$ cat src/design/vbp_pkg.sv
package vbp_pkg;

    // -------------------------------------------------------------------
    // position and timing constants
    // -------------------------------------------------------------------
    localparam int          NIB_W          = 4;
    localparam int          LF_CNT_W       = 5;
    localparam logic [4:0]  LF_STEPS       = 5'h13;  // 19 steps per burst
    localparam logic [4:0]  LF_ONE         = 5'h01;
    localparam logic [4:0]  LF_ZERO        = 5'h00;
    localparam real         REF_CLK_MHZ    = 100.0;
    localparam real         STEP_CLK_MHZ   = 2.0;
    localparam int          STEP_DIV       = int'(REF_CLK_MHZ / STEP_CLK_MHZ);
    localparam int          DIV_W          = 6;
    localparam logic [5:0]  DIV_LAST       = 6'(STEP_DIV - 1);
    localparam logic [5:0]  DIV_ZERO       = 6'h00;
    localparam logic [5:0]  DIV_ONE        = 6'h01;
    localparam logic [3:0]  NIB_ZERO       = 4'h0;
    localparam logic [3:0]  NIB_ONE        = 4'h1;
    localparam logic [3:0]  NIB_MAX        = 4'hF;
    // reset presets of the active-high counter bits (lines are inverted)
    localparam logic [3:0]  LO_NIB_HORIZ   = 4'h4;   // lines 1,2,8 high, 4 low
    localparam logic [3:0]  LO_NIB_VERT    = 4'hF;   // lines 1,2,8 low, 4 low as always
    localparam logic [3:0]  HI_NIB_HORIZ   = 4'h0;   // weight 256 line high
    localparam logic [3:0]  HI_NIB_VERT    = 4'hF;   // weight 32..256 lines low

    // -------------------------------------------------------------------
    // position carrier
    // -------------------------------------------------------------------
    typedef struct packed {
        logic       hi_fifth;   // weight 512
        logic [3:0] hi_nib;     // weights 32..256
        logic       lo_fifth;   // weight 16
        logic [3:0] lo_nib;     // weights 1..8
    } vbp_pos_type;

    typedef struct packed {
        logic       line_feed;
        logic       end_of_line_signal;
        logic       vertical_cursor_pulse;
        logic       double_size_cmd;
    } vbp_lf_req_type;

    typedef enum logic [1:0] {
        LF_IDLE   = 2'b00,
        LF_RUN    = 2'b01,
        LF_SECOND = 2'b10
    } vbp_lf_state_type;

endpackage

$ cat src/design/vbp_sync.sv
`timescale 1ns/10ps
`default_nettype none
module vbp_sync #(
    parameter int W = 1
) (
    input  wire logic         ref_clk_i,   // system clock
    input  wire logic         rst_n_i,     // async reset, active low
    input  wire logic         ce_i,        // clock enable
    input  wire logic [W-1:0] d_i,         // asynchronous inputs
    input  wire logic [W-1:0] rst_val_i,   // idle level (constant at instance)
    output logic      [W-1:0] q_o          // synchronised outputs
);
    logic [W-1:0] meta;
    logic [W-1:0] held;

    // flops keep the input relative to its idle level, so reset shows the
    // idle level and no false request or edge follows the release
    always_ff @(posedge ref_clk_i or negedge rst_n_i) begin
        if (!rst_n_i) begin
            meta <= '0;
            held <= '0;
        end else if (ce_i) begin
            meta <= d_i ^ rst_val_i;
            held <= meta;
        end
    end
    assign q_o = held ^ rst_val_i;
endmodule
`default_nettype wire

$ cat src/design/vbp_counter.sv
// Summary of operation
// - horizontal reset loads low nibble so lines 1,2,8 high, line 4 low.
// - horizontal reset clears low fifth bit; weight-16 line high.
// - vertical reset drives weight 1,2,8 lines low.
// - vertical reset presets low fifth bit; weight-16 line low.
// - horizontal reset keeps weight-256 bit clear; its line high.
// - vertical reset drives weight 32 to 512 lines low.
// - home, alpha origin or page-full pulse resets both halves.
// - second graphics signal blocks alpha origin and page-full detection.
// - one byte enable per load; bits one to four enter selected nibble.
// - data bit five presets the selected half's fifth bit.
// - count down while aux and plot up inputs are high and no cursor raise is forced.
// - any low direction input makes steps count up.
// - each low step pulse moves low nibble one count.
// - borrow toggles bit 16; high nibble decrements if bit was clear.
// - carry toggles bit 16; high nibble increments on alternate carries.
// - line feed, strapped end of line, cursor pulse or double size start burst.
// - line-feed enable sets on a 2 MHz edge only without page full.
// - enable passes 2 MHz steps; clears after 19, or 38 for double-size line feed or end of line.
// - double flag overrides first terminal count and is cleared by it.
// - keyboard cursor raise forces up count until burst end plus one tick.
`timescale 1ns/10ps
`default_nettype none
module vbp_counter
    import vbp_pkg::*;
(
    input  wire logic        ref_clk_i,                // 100 MHz clock
    input  wire logic        rst_n_i,                  // async reset, active low
    input  wire logic        ce_i,                     // clock enable
    input  wire logic        vertical_tube_i,          // 1: vertical tube format
    input  wire logic        automatic_newline_strap_i,// end of line also feeds
    input  wire logic        home_n_i,                 // return to origin, low
    input  wire logic        alpha_origin_request_n_i, // alpha origin, low
    input  wire logic        full_page_pulse_n_i,      // looped page-full pulse, low
    input  wire logic        graphics_mode_second_i,   // graphics byte loading
    input  wire logic [4:0]  data_in_i,                // data bits 1..5
    input  wire logic        low_byte_load_enable_i,   // load low half, high pulse
    input  wire logic        high_byte_load_enable_i,  // load high half, high pulse
    input  wire logic        aux_up_n_i,               // aux up request, low
    input  wire logic        plot_up_n_i,              // plot up request, low
    input  wire logic        cursor_raise_request_n_i, // keyboard cursor up, low
    input  wire logic [2:0]  step_n_i,                 // step pulses, low
    input  wire logic        line_feed_i,              // line feed command
    input  wire logic        end_of_line_signal_n_i,   // end of line, low
    input  wire logic        vertical_cursor_pulse_i,  // vertical cursor pulse
    input  wire logic        double_size_char_n_i,     // double size mode, low
    input  wire logic        page_full_i,              // page full condition
    output vbp_pos_type      pos_n_o,                  // active-low weight lines
    output logic             low_half_fifth_bit_line_n_o,  // weight 16 line, low
    output logic             high_half_fifth_bit_line_n_o, // weight 512 line, low
    output logic             weight_256_line_n_o,      // weight 256 line, low
    output logic             lf_enable_o,              // line-feed clock enable
    output logic             count_up_o,               // current direction
    output logic             page_full_detect_en_o     // page-full detection enable
);
    // -------------------------------------------------------------------
    // input synchronisation
    // -------------------------------------------------------------------
    localparam int SW = 18;
    logic [SW-1:0] raw_in;
    logic [SW-1:0] idle_in;
    logic [SW-1:0] s_in;

    assign raw_in  = {home_n_i, alpha_origin_request_n_i, full_page_pulse_n_i,
                      graphics_mode_second_i, low_byte_load_enable_i,
                      high_byte_load_enable_i, aux_up_n_i, plot_up_n_i,
                      cursor_raise_request_n_i, step_n_i, line_feed_i,
                      end_of_line_signal_n_i, vertical_cursor_pulse_i,
                      double_size_char_n_i, page_full_i, data_in_i[4]};
    assign idle_in = {3'b111, 3'b000, 3'b111, 3'b111, 1'b0, 1'b1, 1'b0,
                      1'b1, 1'b0, 1'b0};

    vbp_sync #(.W(SW)) u_sync (
        .ref_clk_i (ref_clk_i),
        .rst_n_i   (rst_n_i),
        .ce_i      (ce_i),
        .d_i       (raw_in),
        .rst_val_i (idle_in),
        .q_o       (s_in)
    );

    logic [3:0] s_data;
    logic [3:0] d1;
    logic [3:0] d2;
    always_ff @(posedge ref_clk_i or negedge rst_n_i) begin
        if (!rst_n_i) begin
            d1 <= NIB_ZERO;
            d2 <= NIB_ZERO;
        end else if (ce_i) begin
            d1 <= data_in_i[3:0];
            d2 <= d1;
        end
    end
    assign s_data = d2;

    wire s_home_n  = s_in[17];
    wire s_alpha_n = s_in[16];
    wire s_pf_n    = s_in[15];
    wire s_graf2   = s_in[14];
    wire s_lo_en   = s_in[13];
    wire s_hi_en   = s_in[12];
    wire s_aux_n   = s_in[11];
    wire s_plot_n  = s_in[10];
    wire s_cur_n   = s_in[9];
    wire [2:0] s_step_n = s_in[8:6];
    wire s_lf      = s_in[5];
    wire s_eol_n   = s_in[4];
    wire s_ycur    = s_in[3];
    wire s_dbl_n   = s_in[2];
    wire s_full    = s_in[1];
    wire s_d5      = s_in[0];

    // -------------------------------------------------------------------
    // 2 MHz tick
    // -------------------------------------------------------------------
    logic [DIV_W-1:0] div;
    wire              tick = (div == DIV_LAST);
    always_ff @(posedge ref_clk_i or negedge rst_n_i) begin
        if (!rst_n_i) begin
            div <= DIV_ZERO;
        end else if (ce_i) begin
            div <= tick ? DIV_ZERO : div + DIV_ONE;
        end
    end

    // -------------------------------------------------------------------
    // edge detection of strobes
    // -------------------------------------------------------------------
    logic [2:0] step_q;
    logic       lo_q;
    logic       hi_q;
    logic       lf_q;
    logic       eol_q;
    logic       ycur_q;
    logic       cur_q;
    logic       dbl_q;
    always_ff @(posedge ref_clk_i or negedge rst_n_i) begin
        if (!rst_n_i) begin
            step_q <= 3'b111;
            lo_q   <= 1'b0;
            hi_q   <= 1'b0;
            lf_q   <= 1'b0;
            eol_q  <= 1'b1;
            ycur_q <= 1'b0;
            cur_q  <= 1'b1;
            dbl_q  <= 1'b1;
        end else if (ce_i) begin
            step_q <= s_step_n;
            lo_q   <= s_lo_en;
            hi_q   <= s_hi_en;
            lf_q   <= s_lf;
            eol_q  <= s_eol_n;
            ycur_q <= s_ycur;
            cur_q  <= s_cur_n;
            dbl_q  <= s_dbl_n;
        end
    end

    wire [2:0] step_fall = step_q & ~s_step_n;
    wire       lo_load   = s_lo_en & ~lo_q & s_graf2;
    wire       hi_load   = s_hi_en & ~hi_q & s_graf2 & ~lo_load;
    wire       lf_rise   = s_lf & ~lf_q;
    wire       eol_fall  = eol_q & ~s_eol_n & automatic_newline_strap_i;
    wire       ycur_rise = s_ycur & ~ycur_q;
    wire       cur_fall  = cur_q & ~s_cur_n;
    wire       dbl       = ~s_dbl_n;
    wire       dbl_fall  = dbl_q & ~s_dbl_n;

    // -------------------------------------------------------------------
    // reset request and presets
    // -------------------------------------------------------------------
    wire alpha_ok  = ~s_alpha_n & ~s_graf2;
    wire pos_reset = ~s_home_n | alpha_ok | ~s_pf_n;
    wire [3:0] lo_preset = vertical_tube_i ? LO_NIB_VERT : LO_NIB_HORIZ;
    wire       lo5_preset = vertical_tube_i;
    wire [3:0] hi_preset = vertical_tube_i ? HI_NIB_VERT : HI_NIB_HORIZ;
    wire       hi5_preset = vertical_tube_i;

    // -------------------------------------------------------------------
    // direction and cursor raise latch
    // -------------------------------------------------------------------
    logic cursor_raise_request_force;
    logic burst_done;
    logic release_pend;
    wire  dir_up = ~s_aux_n | ~s_plot_n | cursor_raise_request_force;

    always_ff @(posedge ref_clk_i or negedge rst_n_i) begin
        if (!rst_n_i) begin
            cursor_raise_request_force <= 1'b0;
            release_pend <= 1'b0;
        end else if (ce_i) begin
            if (cur_fall) begin
                cursor_raise_request_force <= 1'b1;
                release_pend <= 1'b0;
            end else if (burst_done && cursor_raise_request_force) begin
                release_pend <= 1'b1;
            end else if (release_pend && tick) begin
                cursor_raise_request_force <= 1'b0;
                release_pend <= 1'b0;
            end
        end
    end

    // -------------------------------------------------------------------
    // line feed burst
    // -------------------------------------------------------------------
    vbp_lf_state_type lf_state;
    logic             start_pend;
    logic             dbl_flag;
    logic [LF_CNT_W-1:0] lf_cnt;
    wire lf_start  = lf_rise | eol_fall | ycur_rise | dbl_fall;
    wire dbl_req   = dbl & (lf_rise | eol_fall);
    wire lf_step   = (lf_state != LF_IDLE) & tick;
    wire lf_term   = lf_step & (lf_cnt == LF_ONE);
    assign burst_done = lf_term & ~dbl_flag;

    always_ff @(posedge ref_clk_i or negedge rst_n_i) begin
        if (!rst_n_i) begin
            lf_state   <= LF_IDLE;
            start_pend <= 1'b0;
            dbl_flag   <= 1'b0;
            lf_cnt     <= LF_ZERO;
        end else if (ce_i) begin
            if (lf_start) begin
                start_pend <= 1'b1;
            end else if (tick && !s_full) begin
                start_pend <= 1'b0;
            end
            if (dbl_req) begin
                dbl_flag <= 1'b1;
            end else if (lf_term) begin
                dbl_flag <= 1'b0;
            end
            case (lf_state)
                LF_IDLE: begin
                    if ((start_pend || lf_start) && tick && !s_full) begin
                        lf_state <= LF_RUN;
                        lf_cnt   <= LF_STEPS;
                    end
                end
                LF_RUN, LF_SECOND: begin
                    if (lf_step) begin
                        if (lf_term && (dbl_flag || dbl_req)) begin
                            lf_state <= LF_SECOND;
                            lf_cnt   <= LF_STEPS;
                        end else if (lf_term) begin
                            lf_state <= LF_IDLE;
                            lf_cnt   <= LF_ZERO;
                        end else begin
                            lf_cnt <= lf_cnt - LF_ONE;
                        end
                    end
                end
                default: begin
                    lf_state <= LF_IDLE;
                end
            endcase
        end
    end

    // -------------------------------------------------------------------
    // position counter
    // -------------------------------------------------------------------
    vbp_pos_type pos;
    vbp_pos_type next_pos;
    wire step      = (|step_fall) | lf_step;
    wire borrow    = step & ~dir_up & (pos.lo_nib == NIB_ZERO);
    wire carry     = step & dir_up & (pos.lo_nib == NIB_MAX);
    wire hi_dec    = borrow & ~pos.lo_fifth;
    wire hi_inc    = carry & pos.lo_fifth;

    always_comb begin
        next_pos = pos;
        if (pos_reset) begin
            next_pos = '{hi_fifth: hi5_preset, hi_nib: hi_preset,
                         lo_fifth: lo5_preset, lo_nib: lo_preset};
        end else if (lo_load) begin
            next_pos.lo_nib = s_data;
            next_pos.lo_fifth = s_d5 ? 1'b1 : pos.lo_fifth;
        end else if (hi_load) begin
            next_pos.hi_nib = s_data;
            next_pos.hi_fifth = s_d5 ? 1'b1 : pos.hi_fifth;
        end else if (step) begin
            next_pos.lo_nib = dir_up ? pos.lo_nib + NIB_ONE : pos.lo_nib - NIB_ONE;
            if (borrow || carry) begin
                next_pos.lo_fifth = ~pos.lo_fifth;
            end
            if (hi_dec) begin
                next_pos.hi_nib = pos.hi_nib - NIB_ONE;
            end else if (hi_inc) begin
                next_pos.hi_nib = pos.hi_nib + NIB_ONE;
            end
        end
    end

    always_ff @(posedge ref_clk_i or negedge rst_n_i) begin
        if (!rst_n_i) begin
            pos <= '0;
        end else if (ce_i) begin
            pos <= next_pos;
        end
    end

    // -------------------------------------------------------------------
    // registered outputs
    // -------------------------------------------------------------------
    always_ff @(posedge ref_clk_i or negedge rst_n_i) begin
        if (!rst_n_i) begin
            pos_n_o                      <= '1;
            low_half_fifth_bit_line_n_o  <= 1'b1;
            high_half_fifth_bit_line_n_o <= 1'b1;
            weight_256_line_n_o          <= 1'b1;
            lf_enable_o                  <= 1'b0;
            count_up_o                   <= 1'b0;
            page_full_detect_en_o        <= 1'b0;
        end else if (ce_i) begin
            pos_n_o                      <= ~next_pos;
            low_half_fifth_bit_line_n_o  <= ~next_pos.lo_fifth;
            high_half_fifth_bit_line_n_o <= ~next_pos.hi_fifth;
            weight_256_line_n_o          <= ~next_pos.hi_nib[3];
            lf_enable_o                  <= (lf_state != LF_IDLE);
            count_up_o                   <= dir_up;
            page_full_detect_en_o        <= ~s_graf2;
        end
    end

    // -------------------------------------------------------------------
    // checks
    // -------------------------------------------------------------------
    a_reset_vert_preset: assert property (@(posedge ref_clk_i) disable iff (!rst_n_i)
        ce_i && pos_reset && vertical_tube_i |=> pos.lo_nib == LO_NIB_VERT && pos.lo_fifth)
        else $error("vertical reset preset wrong");
    a_reset_horiz_preset: assert property (@(posedge ref_clk_i) disable iff (!rst_n_i)
        ce_i && pos_reset && !vertical_tube_i
        |=> pos.lo_nib == LO_NIB_HORIZ && !pos.lo_fifth && pos.hi_nib == HI_NIB_HORIZ)
        else $error("horizontal reset preset wrong");
    a_reset_hi_vert: assert property (@(posedge ref_clk_i) disable iff (!rst_n_i)
        ce_i && pos_reset && vertical_tube_i |=> pos.hi_nib == HI_NIB_VERT && pos.hi_fifth)
        else $error("vertical high preset wrong");
    a_graf_blocks_alpha: assert property (@(posedge ref_clk_i) disable iff (!rst_n_i)
        ce_i && s_graf2 && s_home_n && s_pf_n && !lo_load && !hi_load && !step
        |=> pos == $past(pos))
        else $error("alpha origin taken in graphics");
    a_down_step_one: assert property (@(posedge ref_clk_i) disable iff (!rst_n_i)
        ce_i && step && !dir_up && !pos_reset && !lo_load && !hi_load
        |=> pos.lo_nib == $past(pos.lo_nib) - NIB_ONE)
        else $error("down step not one count");
    a_borrow_toggle: assert property (@(posedge ref_clk_i) disable iff (!rst_n_i)
        ce_i && borrow && !pos_reset && !lo_load && !hi_load
        |=> pos.lo_fifth != $past(pos.lo_fifth))
        else $error("borrow did not toggle bit 16");
    a_carry_high_inc: assert property (@(posedge ref_clk_i) disable iff (!rst_n_i)
        ce_i && hi_inc && !pos_reset && !lo_load && !hi_load
        |=> pos.hi_nib == $past(pos.hi_nib) + NIB_ONE)
        else $error("carry did not raise high half");
    a_lf_no_full_start: assert property (@(posedge ref_clk_i) disable iff (!rst_n_i)
        ce_i && lf_state == LF_IDLE && s_full |=> lf_state == LF_IDLE)
        else $error("burst started during page full");
    a_lf_count_range: assert property (@(posedge ref_clk_i) disable iff (!rst_n_i)
        lf_state != LF_IDLE |-> lf_cnt <= LF_STEPS && lf_cnt != LF_ZERO)
        else $error("burst counter out of range");
endmodule
`default_nettype wire

$ cat config.mk
export PLATFORM = sky130hd
export DESIGN_NAME = vbp_counter
export DESIGN_NICKNAME = d
export VERILOG_FILES = /design/src/design/vbp_pkg.sv /design/src/design/vbp_sync.sv /design/src/design/vbp_counter.sv
export SDC_FILE = /design/constraint.sdc
export NUM_CORES = 1
export LEC_CHECK = 0
export BUFFER_PORTS_ARGS = -buffer_cell sky130_fd_sc_hd__buf_2
export CAP_MARGIN = 20
export CORE_MARGIN = 8
export CORE_UTILIZATION = 50
export CTS_BUF_LIST = sky130_fd_sc_hd__clkbuf_8 sky130_fd_sc_hd__clkbuf_16
export DETAILED_ROUTE_END_ITERATION = 7
export PLACE_DENSITY = 0.79
export SETUP_SLACK_MARGIN = 0.2
export SYNTH_ARGS = -nofsm -noshare
export SYNTH_HDL_FRONTEND = slang
export SYNTH_SLANG_ARGS = --single-unit
$ cat constraint.sdc
create_clock -name ref_clk_i -period 3.8 [get_ports ref_clk_i]
set_clock_uncertainty 0.2 [all_clocks]
set_input_delay 0.57 -clock ref_clk_i [delete_from_list [all_inputs] [get_ports ref_clk_i]]
set_output_delay 0.57 -clock ref_clk_i [all_outputs]
set_load 0.1 [all_outputs]
==> metrics.md <==
| Metric | Value |
|---|---|
| Initial antenna violation count | 0 |
| Setup tns final | 0 ns |
| # hold bufs at CTS | 0 |
| Vias in the first global route | 3512 |
| CTS sink cnt | 94 |
| Tot Pwr | 3.11 mW |
| ANT nets after route | 0 |
| Largest net degree at the start of global routing | 63 |
| Placed Cells | about 570 |
| DIE AREA | 12400 sq um |
| Critical path capture point type | flip-flop |
| Detailed-placement wirelength estimate | 7190 um |
| GR Overflow Total | 0 |
| Max H-tree Level | 3 |
| Count leader, synth | dfrtp_1 |
| Largest cells by area after synthesis | dfrtp_1, mux2_2, dfstp_2, o21ai_0, nand2_1 |
| Synthesized netlist cell count | around 430 |
| First-pass GRT wire length | about 17000 um |
| Post-synth top area cell | dfrtp_1 |
| Post-synthesis sequential area ratio | a little over half |
| Final wirelength | ~10000 um |
| Cell Rows | 35 |
| Core ar. | 9020 sq um |
| Leakage | between 2 and 2.5 nW |
| Main synth FF type | dfrtp_1 |
| Hold Vio Cnt, Final | 0 |
| Final setup viols | 0 |
| Fraction of registers with async set/reset | 100% |
| Top-area cell type share of the netlist area | roughly 43% |
| DRC Markers | 0 |
| Antenna Cells | 0 |
| First-pass detailed-route iteration total | 5 |
| Yosys warns | 0 |
| # IOs | 43 |
| Slew Viols, Final | 0 |
| Area Growth Syn to Fin | 11.3% |
| Avg Inst Size Synth | 10.7 sq um |
| Slew at the pin closest to its max-slew limit | 0.866 ns |
| CTS clk-pin slew, worst paths | 0.10 ns |
| Power density over cell area | 612 nW/um^2 |
| Status | complete, no violations |
| IO Port Bufs | 42 |
| Period utilization | between 60% and 70% |
| CTS Buf Count | 9 |
| CTS root buf | clkbuf_8 |
| Fin cells | 583 |
| Die Wd | 111 um |
| Number of fill cells | 805 |
| Clk_lat worst skew | ~0.37 ns |
| Total track usage | 16.6% |
| Worst hold slack | around 0.053 ns |
| Synth top cells by count | dfrtp_1, nand2_1, mux2_2, o21ai_0, nor2_1 |
| Min Clock Period, post-route | ~2.6 ns |
| Syn_nets | roughly 470 |
| GP Congestion | approximately 0.9 |
| Vias/cell | 5.98 |
| Die height | 111 um |
| Fmax | 380 MHz |
| Critical path arrival | 2.72 ns |
| VDD IR max | 267 uV |
| Post_cts resized | 0 |
| Net count, final | 506 |
| Post-CTS Setup Inserts | 0 |
| Worst min path class | primary input to async pin |
| Layout cells sized above 1 | roughly a quarter |
| Post-synth EDFFs | 0 |
| Worst path required time | 3.89 ns |
| Vias post-DR | 3486 |
| Setup CP Type | flip-flop to flip-flop |
| Post-Syn Area | 4560 sq um |
| CTS tree | built |
| Drt initial violations | around 200 |
| DR WL/cell | 17.2 um |
| Max-slew headroom | 41.9% |
| Crit-path max FO | 9 |
| Netlist cell types | 62 |
| Crit start category | flip-flop |
| RSZ-0062 raised after global routing | no |
| #FFs+latches synth | 94 |
| Layout Utilization | 56.2% |
| Max Buffers Root-to-Sink | 2 |
| Max Cap Viol | 0 |
| Initial core utilization | 50.5% |
==> metrics by stage <==
step           instance area (sq um)  setup WS, ns
2_1_floorplan                   4560          1.40
3_3_place_gp                    4870          1.08
3_5_place_dp                    4870         0.979
4_1_cts                         5070          1.19
5_1_grt                         5070         0.960
6_report                        5070          1.17
==> report_power, final <==
part / internal [mW] / leakage (nW) / switching, mW
Clock: 0.309 / 0.108 / 0.374
Combinational: 0.336 / 1.02 / 0.677
Sequential: 1.22 / 1.09 / 0.193
Total: 1.86 / 2.22 / 1.24
==> sequential cells by signal (all words and copies together), names as in the netlist, 2 cells and up, named ones only <==
name	flops
lf_state	2
u_sync.meta	18
d2	4
pos_n_o	10
lf_cnt	5
div	6
d1	4
pos	6
step_q	3
u_sync.held	18
==> logic make-up (layout without fill, tap and decap cells) <==
kind of cell / after synthesis / count (layout) / synth area share (%)
compound gates: 110 / 110 / 16.5
fa+ha+maj: 12 / 12 / 3.46
mux: 41 / 41 / 10.0
xor+xnor: 7 / 7 / 1.35
buf+inv: 34 / 80 / 3.07
flops: 94 / 94 / 52.0
simple gates: 128 / 128 / 13.5
==> routing by layer <==
| metal | global-route usage (%) | vias up | wire (um) |
|---|---|---|---|
| li1 | - | 1615 | - |
| met1 | 22.6 | 1740 | 4640 |
| met2 | 25.1 | 118 | 4620 |
| met3 | 4.09 | 13 | 609 |
| met4 | 5.96 | 0 | 156 |
| met5 | 0 | - | 0 |
==> worst max-delay path, cell delays in order, from the launching register on <==
cell and delay [ns]:
dfrtp_1 0.41, nor3_2 0.52, ha_1 0.34, a21o_1 0.15, a21oi_1 0.18, xor2_1 0.10, or3_1 0.33, and3_1 0.18
o2bb2ai_1 0.14
==> placed cells by master, fill, tap and decap left out, types with 4 or more instances in the layout <==
master / n
a21o_1: 4
nand2b_1: 6
ha_1: 11
o21ai_0: 36
a21oi_1: 19
nand3_1: 8
nand3b_1: 5
a31oi_1: 5
dfrtp_1: 78
nor3_1: 11
mux2_2: 38
inv_1: 17
nor2_1: 29
buf_2: 41
nand2_1: 45
dfstp_2: 16
or3_1: 4
xnor2_1: 4
clkbuf_8: 9
buf_4: 7
and3_1: 4
==> path summary, 6_finish.rpt <==
| kind | start | end | slack [ns] | cells past startpoint |
|---|---|---|---|---|
| setup / recovery | u_sync.held[10]$_DFFE_PN0P_ | pos[3]$_DFFE_PN0P_ | 1.17 | 8 |
| setup reg to reg | u_sync.held[10]$_DFFE_PN0P_ | pos[3]$_DFFE_PN0P_ | 1.17 | 8 |
| min in group ref_clk_i | step_n_i[1] | u_sync.meta[7]$_DFFE_PN0P_ | 0.15 | 2 |
| max in group asynchronous | rst_n_i | pos_n_o[8]$_DFFE_PN1P_ | 2.53 | 2 |
| hold reg to reg | u_sync.held[8]$_DFFE_PN0P_ | step_q[2]$_DFFE_PN1P_ | 0.25 | 1 |
| hold / removal | rst_n_i | d1[0]$_DFFE_PN0P_ | 0.05 | 1 |
==> layout make-up <==
| class | instances | area (sq um) | share of cell area [%] |
|---|---|---|---|
| clock buffers | 9 | 124 | 2.44 |
| repair buffers | 48 | 258 | 5.08 |
| multi-input cells | 298 | 2050 | 40.3 |
| well taps | 111 | 139 | 2.74 |
| clock inverters | 7 | 75.1 | 1.48 |
| inverters | 16 | 60.1 | 1.18 |
| flip-flops and latches | 94 | 2370 | 46.8 |
Power figures use the tool's default switching activity.
